===== src/clc_consts.svh =====
`ifndef CLC_CONSTS_SVH
`define CLC_CONSTS_SVH

// Register byte offsets
`define CLC_OFF_CTRL    8'h00
`define CLC_OFF_CFG     8'h04
`define CLC_OFF_STAT    8'h08
`define CLC_OFF_LAT1    8'h0c
`define CLC_OFF_LAT2    8'h10

// Field widths and reset values
`define CLC_CTRL_W      5
`define CLC_CFG_W       4
`define CLC_STAT_W      6
`define CLC_CTRL_RST    5'h00
`define CLC_CFG_RST     4'h0

// Status bit positions
`define CLC_ST_ZP_VAL   0
`define CLC_ST_EXT_VAL  1
`define CLC_ST_SH_VAL   2
`define CLC_ST_EXT_LVL  3
`define CLC_ST_SH_LVL   4
`define CLC_ST_LOCKED   5

// Gate polarity codes
`define CLC_GATE_OFF    2'h0
`define CLC_GATE_POS    2'h1
`define CLC_GATE_NEG    2'h2
`define CLC_CFG_GATE_LSB 2

`endif


===== src/clc_pkg.sv =====
package clc_pkg;

   // Capture enables, bit 0 is zp_en
   typedef struct packed {
      logic sh_neg;
      logic sh_pos;
      logic ext_neg;
      logic ext_pos;
      logic zp_en;
   } clc_ctrl_t;

   // Configuration, bit 0 is cont_ext
   typedef struct packed {
      logic [1:0] gate_pol;
      logic       cont_sh;
      logic       cont_ext;
   } clc_cfg_t;

   // Synchronised pin group, bit 0 is ext
   typedef struct packed {
      logic zero;
      logic shared;
      logic ext;
   } clc_pins_t;

   typedef enum logic [2:0] {
      w1_armed = 3'h1,
      w1_cont  = 3'h2,
      w1_held  = 3'h4
   } clc_w1_state_t;

endpackage : clc_pkg


===== src/clc_top.sv =====
// Local design decisions: the register offsets and the APB register port.
`timescale 1ns/1ps
`include "clc_consts.svh"

// Notes on behaviour
// - Rising external edge stores counter in word one
// - Falling external edge stores counter in word one
// - Both enables: either external edge captures
// - One-shot mode holds word one until cleared
// - Continuous mode overwrites word one every edge
// - External capture sets external valid flag
// - External pin level readable in status
// - Continuous plus zero pulse: first event only
// - Word one re-arms after all enables cleared
// - Rising shared edge stores counter in word two
// - Falling shared edge stores counter in word two
// - Both enables: either shared edge captures
// - One-shot mode holds word two while valid
// - Continuous mode overwrites word two every edge
// - Shared capture sets second valid flag
// - Shared pin level readable in status
// - Gate edge captures first, then locks counter
// - Zero pulse captures once, sets its flag
// - Zero pulse re-arms after enable, flag clear
// - Earliest set command owns word one
module clc_top #(
   parameter int CNT_W = 32
) (
   input  wire logic             pclk,
   input  wire logic             presetn,
   input  wire logic             psel,
   input  wire logic             penable,
   input  wire logic             pwrite,
   input  wire logic [7:0]       paddr,
   input  wire logic [31:0]      pwdata,
   output logic      [31:0]      prdata,
   output logic                  pready,
   output logic                  pslverr,
   input  wire logic [CNT_W-1:0] counter_value,
   input  wire logic             ext_pin,
   input  wire logic             shared_pin,
   input  wire logic             zero_pin,
   output logic                  counter_lock
);

   generate
      if (CNT_W < 1 || CNT_W > 32)
      begin : g_bad_width
         $error("clc_top: CNT_W must be 1 to 32");
      end
   endgenerate

   clc_pkg::clc_ctrl_t     ctrl_r;
   clc_pkg::clc_cfg_t      cfg_r;
   clc_pkg::clc_pins_t     meta_r;
   clc_pkg::clc_pins_t     sync_r;
   clc_pkg::clc_pins_t     prev_r;
   clc_pkg::clc_pins_t     rise;
   clc_pkg::clc_pins_t     fall;
   clc_pkg::clc_w1_state_t w1_r;
   clc_pkg::clc_w1_state_t w1_nxt;
   logic [CNT_W-1:0]       latch1_r;
   logic [CNT_W-1:0]       latch2_r;
   logic                   ext_valid_r;
   logic                   zp_valid_r;
   logic                   sh_valid_r;
   logic                   owner_ext_r;
   logic                   owner_zp_r;
   logic                   lock_r;
   logic                   ext_en;
   logic                   sh_en;
   logic                   w1_any;
   logic                   ext_hit;
   logic                   zp_hit;
   logic                   sh_hit;
   logic                   ext_take;
   logic                   zp_take;
   logic                   sh_take;
   logic                   addr_ok;
   logic                   wr_en;
   logic                   rd_setup;
   logic [`CLC_STAT_W-1:0] stat;
   logic [31:0]            rd_val;

   // Three flops per pin; edges come from the second and third
   always_ff @(posedge pclk or negedge presetn)
   begin
      if (!presetn)
      begin
         meta_r <= '0;
         sync_r <= '0;
         prev_r <= '0;
      end
      else
      begin
         meta_r <= {zero_pin, shared_pin, ext_pin};
         sync_r <= meta_r;
         prev_r <= sync_r;
      end
   end

   assign rise = sync_r & ~prev_r;
   assign fall = ~sync_r & prev_r;

   assign ext_en = ctrl_r.ext_pos | ctrl_r.ext_neg;
   assign sh_en  = ctrl_r.sh_pos | ctrl_r.sh_neg;
   assign w1_any = ext_en | ctrl_r.zp_en;

   assign ext_hit = (ctrl_r.ext_pos & rise.ext)
                  | (ctrl_r.ext_neg & fall.ext);
   assign zp_hit  = ctrl_r.zp_en & rise.zero;
   assign sh_hit  = (ctrl_r.sh_pos & rise.shared)
                  | (ctrl_r.sh_neg & fall.shared);

   // Continuous capture only while no zero-pulse command competes
   assign ext_take = ext_hit & ~owner_zp_r
                   & ((w1_r == clc_pkg::w1_armed)
                   | ((w1_r == clc_pkg::w1_cont)
                      & cfg_r.cont_ext & ~ctrl_r.zp_en));
   assign zp_take  = zp_hit & ~owner_ext_r
                   & (w1_r == clc_pkg::w1_armed);
   assign sh_take  = sh_hit & (cfg_r.cont_sh | ~sh_valid_r);

   // First command set claims word one; a tie goes to the first event
   always_ff @(posedge pclk or negedge presetn)
   begin
      if (!presetn)
      begin
         owner_ext_r <= 1'b0;
         owner_zp_r  <= 1'b0;
      end
      else if (!w1_any)
      begin
         owner_ext_r <= 1'b0;
         owner_zp_r  <= 1'b0;
      end
      else if (!owner_ext_r && !owner_zp_r)
      begin
         owner_ext_r <= ext_en & ~ctrl_r.zp_en;
         owner_zp_r  <= ctrl_r.zp_en & ~ext_en;
      end
   end

   always_comb
   begin
      w1_nxt = w1_r;
      unique case (w1_r)
         clc_pkg::w1_armed:
         begin
            if (ext_take && cfg_r.cont_ext && !ctrl_r.zp_en)
               w1_nxt = clc_pkg::w1_cont;
            else if (ext_take || zp_take)
               w1_nxt = clc_pkg::w1_held;
         end
         clc_pkg::w1_cont:
         begin
            if (!w1_any)
               w1_nxt = clc_pkg::w1_armed;
            else if (!cfg_r.cont_ext || ctrl_r.zp_en)
               w1_nxt = clc_pkg::w1_held;
         end
         clc_pkg::w1_held:
         begin
            if (!w1_any)
               w1_nxt = clc_pkg::w1_armed;
         end
         default:
            w1_nxt = clc_pkg::w1_held;
      endcase
   end

   always_ff @(posedge pclk or negedge presetn)
   begin
      if (!presetn)
         w1_r <= clc_pkg::w1_armed;
      else
         w1_r <= w1_nxt;
   end

   always_ff @(posedge pclk or negedge presetn)
   begin
      if (!presetn)
         latch1_r <= '0;
      else if (ext_take || zp_take)
         latch1_r <= counter_value;
   end

   // Set beats clear; flags drop when their own enables drop
   always_ff @(posedge pclk or negedge presetn)
   begin
      if (!presetn)
      begin
         ext_valid_r <= 1'b0;
         zp_valid_r  <= 1'b0;
      end
      else
      begin
         if (ext_take)
            ext_valid_r <= 1'b1;
         else if (!ext_en)
            ext_valid_r <= 1'b0;
         if (zp_take && !ext_take)
            zp_valid_r <= 1'b1;
         else if (!ctrl_r.zp_en)
            zp_valid_r <= 1'b0;
      end
   end

   always_ff @(posedge pclk or negedge presetn)
   begin
      if (!presetn)
      begin
         latch2_r   <= '0;
         sh_valid_r <= 1'b0;
      end
      else if (sh_take)
      begin
         latch2_r   <= counter_value;
         sh_valid_r <= 1'b1;
      end
      else if (!sh_en)
         sh_valid_r <= 1'b0;
   end

   // Capture uses this cycle's count; lock shows from the next one
   always_ff @(posedge pclk or negedge presetn)
   begin
      if (!presetn)
         lock_r <= 1'b0;
      else if (cfg_r.gate_pol == `CLC_GATE_OFF)
         lock_r <= 1'b0;
      else if ((cfg_r.gate_pol == `CLC_GATE_POS && rise.shared)
            || (cfg_r.gate_pol == `CLC_GATE_NEG && fall.shared))
         lock_r <= 1'b1;
   end

   assign counter_lock = lock_r;

   assign addr_ok  = (paddr == `CLC_OFF_CTRL) || (paddr == `CLC_OFF_CFG)
                  || (paddr == `CLC_OFF_STAT) || (paddr == `CLC_OFF_LAT1)
                  || (paddr == `CLC_OFF_LAT2);
   assign wr_en    = psel & penable & pwrite & addr_ok;
   assign rd_setup = psel & ~penable & ~pwrite;
   assign pready   = 1'b1;
   assign pslverr  = psel & penable & ~addr_ok;

   assign stat = {lock_r, sync_r.shared, sync_r.ext,
                  sh_valid_r, ext_valid_r, zp_valid_r};

   always_comb
   begin
      rd_val = 32'h0000_0000;
      unique case (paddr)
         `CLC_OFF_CTRL: rd_val[`CLC_CTRL_W-1:0] = ctrl_r;
         `CLC_OFF_CFG:  rd_val[`CLC_CFG_W-1:0]  = cfg_r;
         `CLC_OFF_STAT: rd_val[`CLC_STAT_W-1:0] = stat;
         `CLC_OFF_LAT1: rd_val[CNT_W-1:0]       = latch1_r;
         `CLC_OFF_LAT2: rd_val[CNT_W-1:0]       = latch2_r;
         default:       rd_val                  = 32'h0000_0000;
      endcase
   end

   // Read data sampled in setup so access needs no wait state
   always_ff @(posedge pclk or negedge presetn)
   begin
      if (!presetn)
         prdata <= 32'h0000_0000;
      else if (rd_setup)
         prdata <= rd_val;
   end

   always_ff @(posedge pclk or negedge presetn)
   begin
      if (!presetn)
      begin
         ctrl_r <= `CLC_CTRL_RST;
         cfg_r  <= `CLC_CFG_RST;
      end
      else if (wr_en)
      begin
         if (paddr == `CLC_OFF_CTRL)
            ctrl_r <= pwdata[`CLC_CTRL_W-1:0];
         if (paddr == `CLC_OFF_CFG)
            cfg_r <= pwdata[`CLC_CFG_W-1:0];
      end
   end
endmodule : clc_top


===== config.mk =====
export PLATFORM = sky130hd
export DESIGN_NAME = clc_top
export DESIGN_NICKNAME = d
export VERILOG_FILES = /design/src/clc_pkg.sv /design/src/clc_top.sv
export VERILOG_INCLUDE_DIRS = /design/src
export SDC_FILE = /design/constraint.sdc
export NUM_CORES = 1
export LEC_CHECK = 0
export ABC_AREA = 1
export BUFFER_PORTS_ARGS = -buffer_cell sky130_fd_sc_hd__buf_2
export CORE_MARGIN = 2
export CORE_UTILIZATION = 50
export DETAILED_ROUTE_END_ITERATION = 10
export PLACE_DENSITY = 0.74
export SYNTH_ARGS = -nofsm -noshare
export SYNTH_HDL_FRONTEND = slang
export SYNTH_SLANG_ARGS = --single-unit

===== constraint.sdc =====
create_clock -name pclk -period 1.94 [get_ports pclk]
set_clock_uncertainty 0.1 [all_clocks]
set_input_delay 0.291 -clock pclk [delete_from_list [all_inputs] [get_ports pclk]]
set_output_delay 0.291 -clock pclk [all_outputs]
set_load 0.03 [all_outputs]

==> Yosys cells after proc, flatten, opt, wreduce, memory -nomap -nowiden <==
Cells that the tools add are included.
{ "totals": {"ff_bits": 123, "input_bits": 80, "output_inout_bits": 35, "wordCells": 128} }
{ "classes": {"n_eq_ne": 16, "n_mux": 22, "n_bitwise": 39, "n_reduce_logical": 24} }
{ "ops": {"columns": ["cell", "n"], "rows": [
  ["26-bit one-hot mux with 2 select lines", 1],
  ["1-bit AND", 20],
  ["4-bit one-hot mux with 5 select lines", 1],
  ["8-bit by 4-bit == test with 1-bit output (second input constant)", 2],
  ["3-bit 2-to-1 mux", 5],
  ["1-bit 2-to-1 mux", 12],
  ["3-bit one-hot mux with 3 select lines", 1],
  ["8-bit by 3-bit == test with 1-bit output (second input constant)", 1],
  ["8-bit by 5-bit == test with 1-bit output (second input constant)", 1],
  ["8-bit zero test", 1],
  ["2-bit by 1-bit inequality test with 1-bit output (second input constant)", 4],
  ["1-bit NOT", 8],
  ["1-bit logical OR", 7],
  ["1-bit OR", 7],
  ["1-bit logical AND", 6],
  ["1-bit zero test", 5],
  ["1-bit one-hot mux with 4 select lines", 1],
  ["2-bit AND reduction", 2],
  ["3-bit AND", 1],
  ["3-bit by 1-bit == test with 1-bit output (second input constant)", 1],
  ["3-bit by 2-bit == test with 1-bit output (second input constant)", 1],
  ["3-bit == test (second input constant)", 1],
  ["3-bit by 1-bit inequality test with 1-bit output (second input constant)", 1],
  ["3-bit by 2-bit inequality test with 1-bit output (second input constant)", 1],
  ["other kinds (10)", 10]
]} }

==> Longest topological paths before layout <==
Gate-level depths: netlist of run 1.
{ "logic_depth": {"word_depth": 10, "ltp_mapped": 9, "ltp_nobuf": 8} }

==> Worst setup path before layout of run 1 <==
Ideal clock, no wire load.
{ "synth_timing": {"path_kind": "input -> output", "start": "input paddr[5]", "end": "output pslverr", "arrival_time_ns": 1.534, "t_required_ns": 1.549, "setup_slack_ns": 0.015, "cell_stages": 7, "n_path_buf": 1, "cell_sequence": "nor2_1 nand2_2 inv_4 nand2_4 buf_6 nand3_1 nor3_1"} }
{ "synth_via": {"elab_chain_len": 7} }
{ "synth_lines": {"columns": ["element", "line_no", "source"], "rows": [
  ["start: declaration", "clc_top.sv:34", "input wire logic [7:0] paddr,"],
  ["8-bit by 3-bit == test with 1-bit output / 8-bit zero test (equally long branches)", null, null],
  ["1-bit logical OR (3 in a row)", "clc_top.sv:239", "assign addr_ok = (paddr == `CLC_OFF_CTRL) || (paddr == `CLC_OFF_CFG)"],
  ["1-bit logical OR *", "clc_top.sv:239", null],
  ["1-bit NOT *", "clc_top.sv:245", "assign pslverr = psel & penable & ~addr_ok;"],
  ["1-bit AND *", "clc_top.sv:245", null],
  ["end: declaration", "clc_top.sv:38", "output logic pslverr,"]
]} }
Every way passes the cells marked *; elsewhere a longest branch is shown, timed or not.

==> Final worst setup path of run 1 <==
{ "layout_timing": {"start": "input paddr[1]", "end": "output pslverr"} }
The elaborated chain is that of the path after synthesis.

==> reports/results.ini, run 1 <==
[timing]
fin_crit_sh_pct=89.9
hold_violations=0
fmaxAchievable_ghz=0.573
whs_ns=0.0144
rsz0062_at_grt=false
tns_ns=0
timing.final.max_slew_violations=0
setup_violations=0
finalCriticalPeriod_ns=1.74

[global_route]
gr-total-overflow=0
grt_usage_pct=21.7
grt_pass1_vias=4676
antenna_found_initial=0
grt_pass1_wl_um=21500
grt_max_degree=69

[setup_path]
rr_endpoint=latch1_r[27]
r2r-start=w1_r[0]
worstPathRequired_ns=1.55
criticalPathCategory=input port to primary output
ff2ff_path_depth=7
critical_path.startpoint_type=input port
reg2reg_slack_ns=0.27
worst_setup_path_end_kind=primary output
worstPathArrival_ns=1.35
crit_fanout=3

[detailed_routing]
drc=0
drtIter0Drc=270
firstDrtPassIters=4
wl_per_cell_um=13.7
drtAntennaViolNets=0
wirelength_um=12300
vias=4496
drt-vias-per-instance=5.01

[pwr]
leakage_uw=0.00371
p_per_area_nw_per_um2=1060
max-vdd-ir-drop_mv=0.536

[floorplan]
fp.dieArea_um2=12200
start_util_pct=51.8
num_io_pins=115
die_x_um=111
num_rows=38
die_height_um=111
core_region_area_um2=11000

[clock_tree]
cts.clk_slew.worst_paths_ns=0.05
numCtsBuffers=17
cts_buffer_depth=2
cts_setup_buffers=0
cts_tree=built
ctsResizeCount=0
clock-root-buffer=clkbuf_16
clock_latency_ns=0.41
numClockSinks=123
h-tree-depth=4

[yosys]
synth.distinct_cells=30
yosysWarningCount=0
syn_avg_cell_area_um2=8.94
syn_inst=636
ys_seq_area_share_pct=54.2
synthesis.area_um2=5680
synth_seq_cells=123
synth_nets=716

[min_path]
holdPathEnd=latch1_r[10]
hp-class=input port to register
hp-start=counter_value[10]
min_delay_path_depth=3

[finish]
final_cell_area_um2=6970
num-nets-final=825
multi_input_comb_area_um2=2050
fillCellCount=905
antenna_cells=0
drive_gt1_share_pct=26.9
area_delta_synth_final_pct=22.6
regArea_um2=3080

[placement]
port_buffers=86
dpl_cell_area_um2=6250
dp_hpwl_um=8060
gp_congestion=0.873

[status]
status=finished, final reports clean

[flow_run]
cap_violations=0

## per-stage QoR
stage / power, µW / cells / setup slack [ns] / utilization (%)
finish: 7380 / 898 / 0.195 / 63.4
global route: 7760 / 898 / 0.0596 / 63.4
CTS: 7430 / 898 / 0.223 / 63.4
detailed placement: 4450 / 850 / 0.226 / 56.9
global placement: 4370 / 850 / 0.247 / 56.9
floorplan: 4130 / 636 / 0.0148 / -
## Yosys cell counts
cell type  number  area share [%]
buf_4           4            0.53
or2_2           4            0.44
nor2_4          5            0.99
clkbuf_1        4            0.26
conb_1          1           0.066
o21a_1          5            0.66
nor3_2          1            0.18
buf_6          10             2.0
o21ai_1         7            0.62
nand2_4         3            0.59
buf_2           4            0.35
a21oi_1        37             3.3
dfstp_2         1            0.46
nor2_1         48             3.2
dfrtp_1       122              54
inv_4           1            0.11
nand3_2         1            0.18
nand2_2        11             1.2
o21ai_0        15             1.3
nand2_8         1            0.35
o22ai_1        13             1.4
nand3_1        26             2.3
nor2_2          2            0.22
buf_12          2            0.70
inv_1          88             5.8
inv_2           4            0.26
nor3_1          2            0.18
o22ai_2        14             3.1
o21ai_2        27             4.2
nand2_1       173              11
## per-layer routing
metal	part of all wire [%]	track usage, %	vias to the layer above
li1	-	-	2212
met1	47	29.2	2135
met2	47	33.3	132
met3	5.1	6.37	17
met4	1.3	8.50	0
met5	0	0	-
## sequential cells by signal (all words and copies together) (netlist names), 2 cells and up
register / flops
latch1_r: 32
w1_r: 3
prev_r: 3
prdata: 32
stat: 2
latch2_r: 32
ctrl_r: 5
cfg_r: 4
meta_r: 3
## worst max-delay path, cell delays in order
cell	delay (ns)
buf_2	0.11
nor2_1	0.25
nand3_1	0.11
nor2_1	0.18
nor2_1	0.07
nand3_1	0.11
nor3_1	0.06
buf_2	0.18
## where the power goes
| part | internal (µW) | switching, µW |
|---|---|---|
| logic | 527 | 746 |
| registers | 3010 | 151 |
| clock network | 1820 | 1120 |
## repair_timing
action                                 in CTS  in global routing
hold buffers                               16                  0
setup endpoints to repair                   0                  0
endpoints found under the hold margin     137                  0
## cell usage in the layout, fill, tap and decap left out, types with 2 or more instances in the layout
cell and n:
clkbuf_8 2, a21oi_1 37, o21ai_0 15, clkinvlp_4 5
nand2_1 173, nor3_1 2, buf_4 7, nor2_1 48
clkinv_2 4, dfrtp_1 122, nand2_4 3, buf_2 85
dlygate4sd3_1 16, inv_1 88, o22ai_1 13, clkbuf_1 2
nor2_2 2, buf_12 6, or2_2 4, o21ai_2 27
nor2_4 5, nand2_2 11, o22ai_2 14, inv_2 4
o21ai_1 6, o21a_1 5, clkbuf_16 17, nand3_1 26
## layout make-up
cell class,count,share of cell area (%)
clock inverter,11,1.38
sequential,123,44.2
clock buffer,21,6.61
timing repair buffer,114,10.9
multi-input combinational,396,29.4
tap,140,2.51
inverter,93,5.05
## how the worst max path moves through the flow
stage / startpoint / end / slack (ns) / cells past startpoint
floorplan: paddr[5] / pslverr / 0.01 / 7
global route: paddr[1] / pslverr / 0.06 / 8
CTS: paddr[0] / pslverr / 0.22 / 8
global placement: paddr[0] / pslverr / 0.25 / 8
detailed placement: paddr[1] / pslverr / 0.23 / 8
finish: paddr[1] / pslverr / 0.20 / 8
## cells by family (layout without fill, tap and decap cells)
family                 Yosys count  count (layout)  synth area share, %
flip-flops                     123             123                 54.2
AND/OR/NAND/NOR                277             277                 21.2
buffers and inverters          117             239                 10.0
AO/OA/AOI/OAI                  118             118                 14.5
other                            1               1               0.0660
(Power assumes the default switching activity.)
==> run 2: changes to the inputs <==
--- a/config.mk
+++ b/config.mk
@@ -10,6 +10,7 @@
 export BUFFER_PORTS_ARGS = -buffer_cell sky130_fd_sc_hd__buf_2
 export CORE_MARGIN = 2
 export CORE_UTILIZATION = 50
+export CTS_BUF_LIST = sky130_fd_sc_hd__clkbuf_8
 export DETAILED_ROUTE_END_ITERATION = 10
 export PLACE_DENSITY = 0.74
 export SYNTH_ARGS = -nofsm -noshare
==> reports/results.ini, run 2 (synthesis results as in run 1) <==
[placement]
pre_cts_ws_ns=0.226
port_buffers=86
gp_congestion=0.873
dp_hpwl_um=8060

[setup_path]
crit_top_cell=nor2_1
criticalPathCategory=input port to primary output
reg2reg_slack_ns=0.28
worst_setup_path_end_kind=primary output
crit_fanout=3
critical_path.startpoint_type=input port
critPathTopFamily=simple AND/OR/NAND/NOR gates
worstPathArrival_ns=1.35
critPathMaxStageDelay_ns=0.25
slowest_stage=nor2_1
crit_buf_inv=2
worstPathRequired_ns=1.55
crit_chain=buf_2, nor2_1, nand3_1, nor2_1, nor2_1, nand3_1, nor3_1, buf_2

[timing]
fmaxAchievable_ghz=0.574
hold_violations=0
rsz0062_at_grt=false
finalCriticalPeriod_ns=1.74
fin_crit_sh_pct=89.8
setup_violations=0
tns_ns=0
timing.final.max_slew_violations=0
worst_slack_ns=0.197

[floorplan]
die_x_um=111
die_height_um=111
fp.dieArea_um2=12200
core_region_area_um2=11000
num_io_pins=115
num_rows=38
start_util_pct=51.8

[pwr]
leakage_uw=0.00370
seqPwrFrac_pct=48.4
p_sw_uw=1910
switching_share_pct=29.3
p_clk_share_pct=31.8
comb_power_share_pct=19.8
p_per_area_nw_per_um2=941
max-vdd-ir-drop_mv=0.550
p_int_uw=4620

[status]
status=finished, final reports clean

[detailed_routing]
wirelength_um=12400
drtAntennaViolNets=0
vias=4567
drt-vias-per-instance=5.00
wl_per_cell_um=13.6
drc=0
firstDrtPassIters=4
drtIter0Drc=261

[min_path]
hp-class=input port to register

[finish]
biggestRegsByFlops=latch1_r: 32 flops, latch2_r: 32 flops, prdata: 32 flops
drive_gt1_share_pct=26.4
layout_common_cells=nand2_1 (173), dfrtp_1 (122), inv_1 (90)
area_delta_synth_final_pct=22.0
final_common_cell=nand2_1
fillCellCount=917
num-nets-final=841
antenna_cells=0

[global_route]
gr-total-overflow=0
grt_usage_pct=21.8
grt_max_degree=69
grt_pass1_wl_um=21700
grt_busiest_layer=met2
grt_pass1_vias=4723
grtUsageMet1_pct=29.7
use_met3_pct=6.04
met2_usage_pct=34.0
antenna_found_initial=0

[clock_tree]
numClockSinks=123
h-tree-depth=4
cts_buffer_depth=2
numCtsBuffers=17
ctsResizeCount=0
clock-root-buffer=clkbuf_8
cts_tree=built
clock_latency_ns=0.44
cts.clk_slew.worst_paths_ns=0.07
cts_setup_buffers=0

[flow_run]
cap_violations=0

-- run 2: final timing paths --
path,start,cells after the start,to
worst max register to register,w1_r[0],7,latch1_r[10]
worst min-delay path,pwdata[2],3,ctrl_r[2]
min in group asynchronous,presetn,3,ctrl_r[2]
max in group asynchronous,presetn,3,latch2_r[5]
worst min register to register,meta_r[1],0,stat[4]
worst max-delay path,paddr[1],8,pslverr
-- run 2: worst min-delay path, stage by stage --
cell and delay (ns):
buf_2 0.10, inv_1 0.06, o21ai_1 0.07
-- run 2: through the flow --
stage | total power [µW] | instances | util, % | cell area, µm² | hold slack [ns]
2_1_floorplan | 4130 | 636 | - | 5680 | -0.105
6_report | 6530 | 914 | 63.2 | 6940 | 0.0231
3_5_place_dp | 4450 | 850 | 56.9 | 6250 | 0.223
5_1_grt | 6900 | 914 | 63.2 | 6940 | 0.00317
4_1_cts | 6580 | 914 | 63.2 | 6940 | 0.00254
3_3_place_gp | 4370 | 850 | 56.9 | 6250 | 0.222
-- run 2: routing by layer --
metal | wire length (µm) | vias up
met3 | 642 | 12
met5 | 0 | -
li1 | - | 2242
met4 | 106 | 0
met2 | 5840 | 122
met1 | 5860 | 2191
-- run 2: area by class of cell --
type	instances	area, µm²	share of cell area, %
clock inverter	13	104	1.50
inverter	93	352	5.07
clock buffer	19	262	3.77
multi-input combinational	396	2050	29.5
tap	140	175	2.53
sequential	123	3080	44.4
timing repair buffer	130	918	13.2
-- run 2: power groups by stage --
stage,Sequential (µW),Combinational (µW),Clock [µW]
final,3160,1290,2070
after global routing,3210,1450,2240
after CTS,3160,1300,2110
after detailed placement,3210,1240,0
after global placement,3190,1180,0
after floorplan,3200,929,0
-- run 2: timing repair --
item,4_1_cts,5_1_grt
hold buffers,32,0
hold endpoints to repair,155,0
endpoints found under the setup margin,0,0
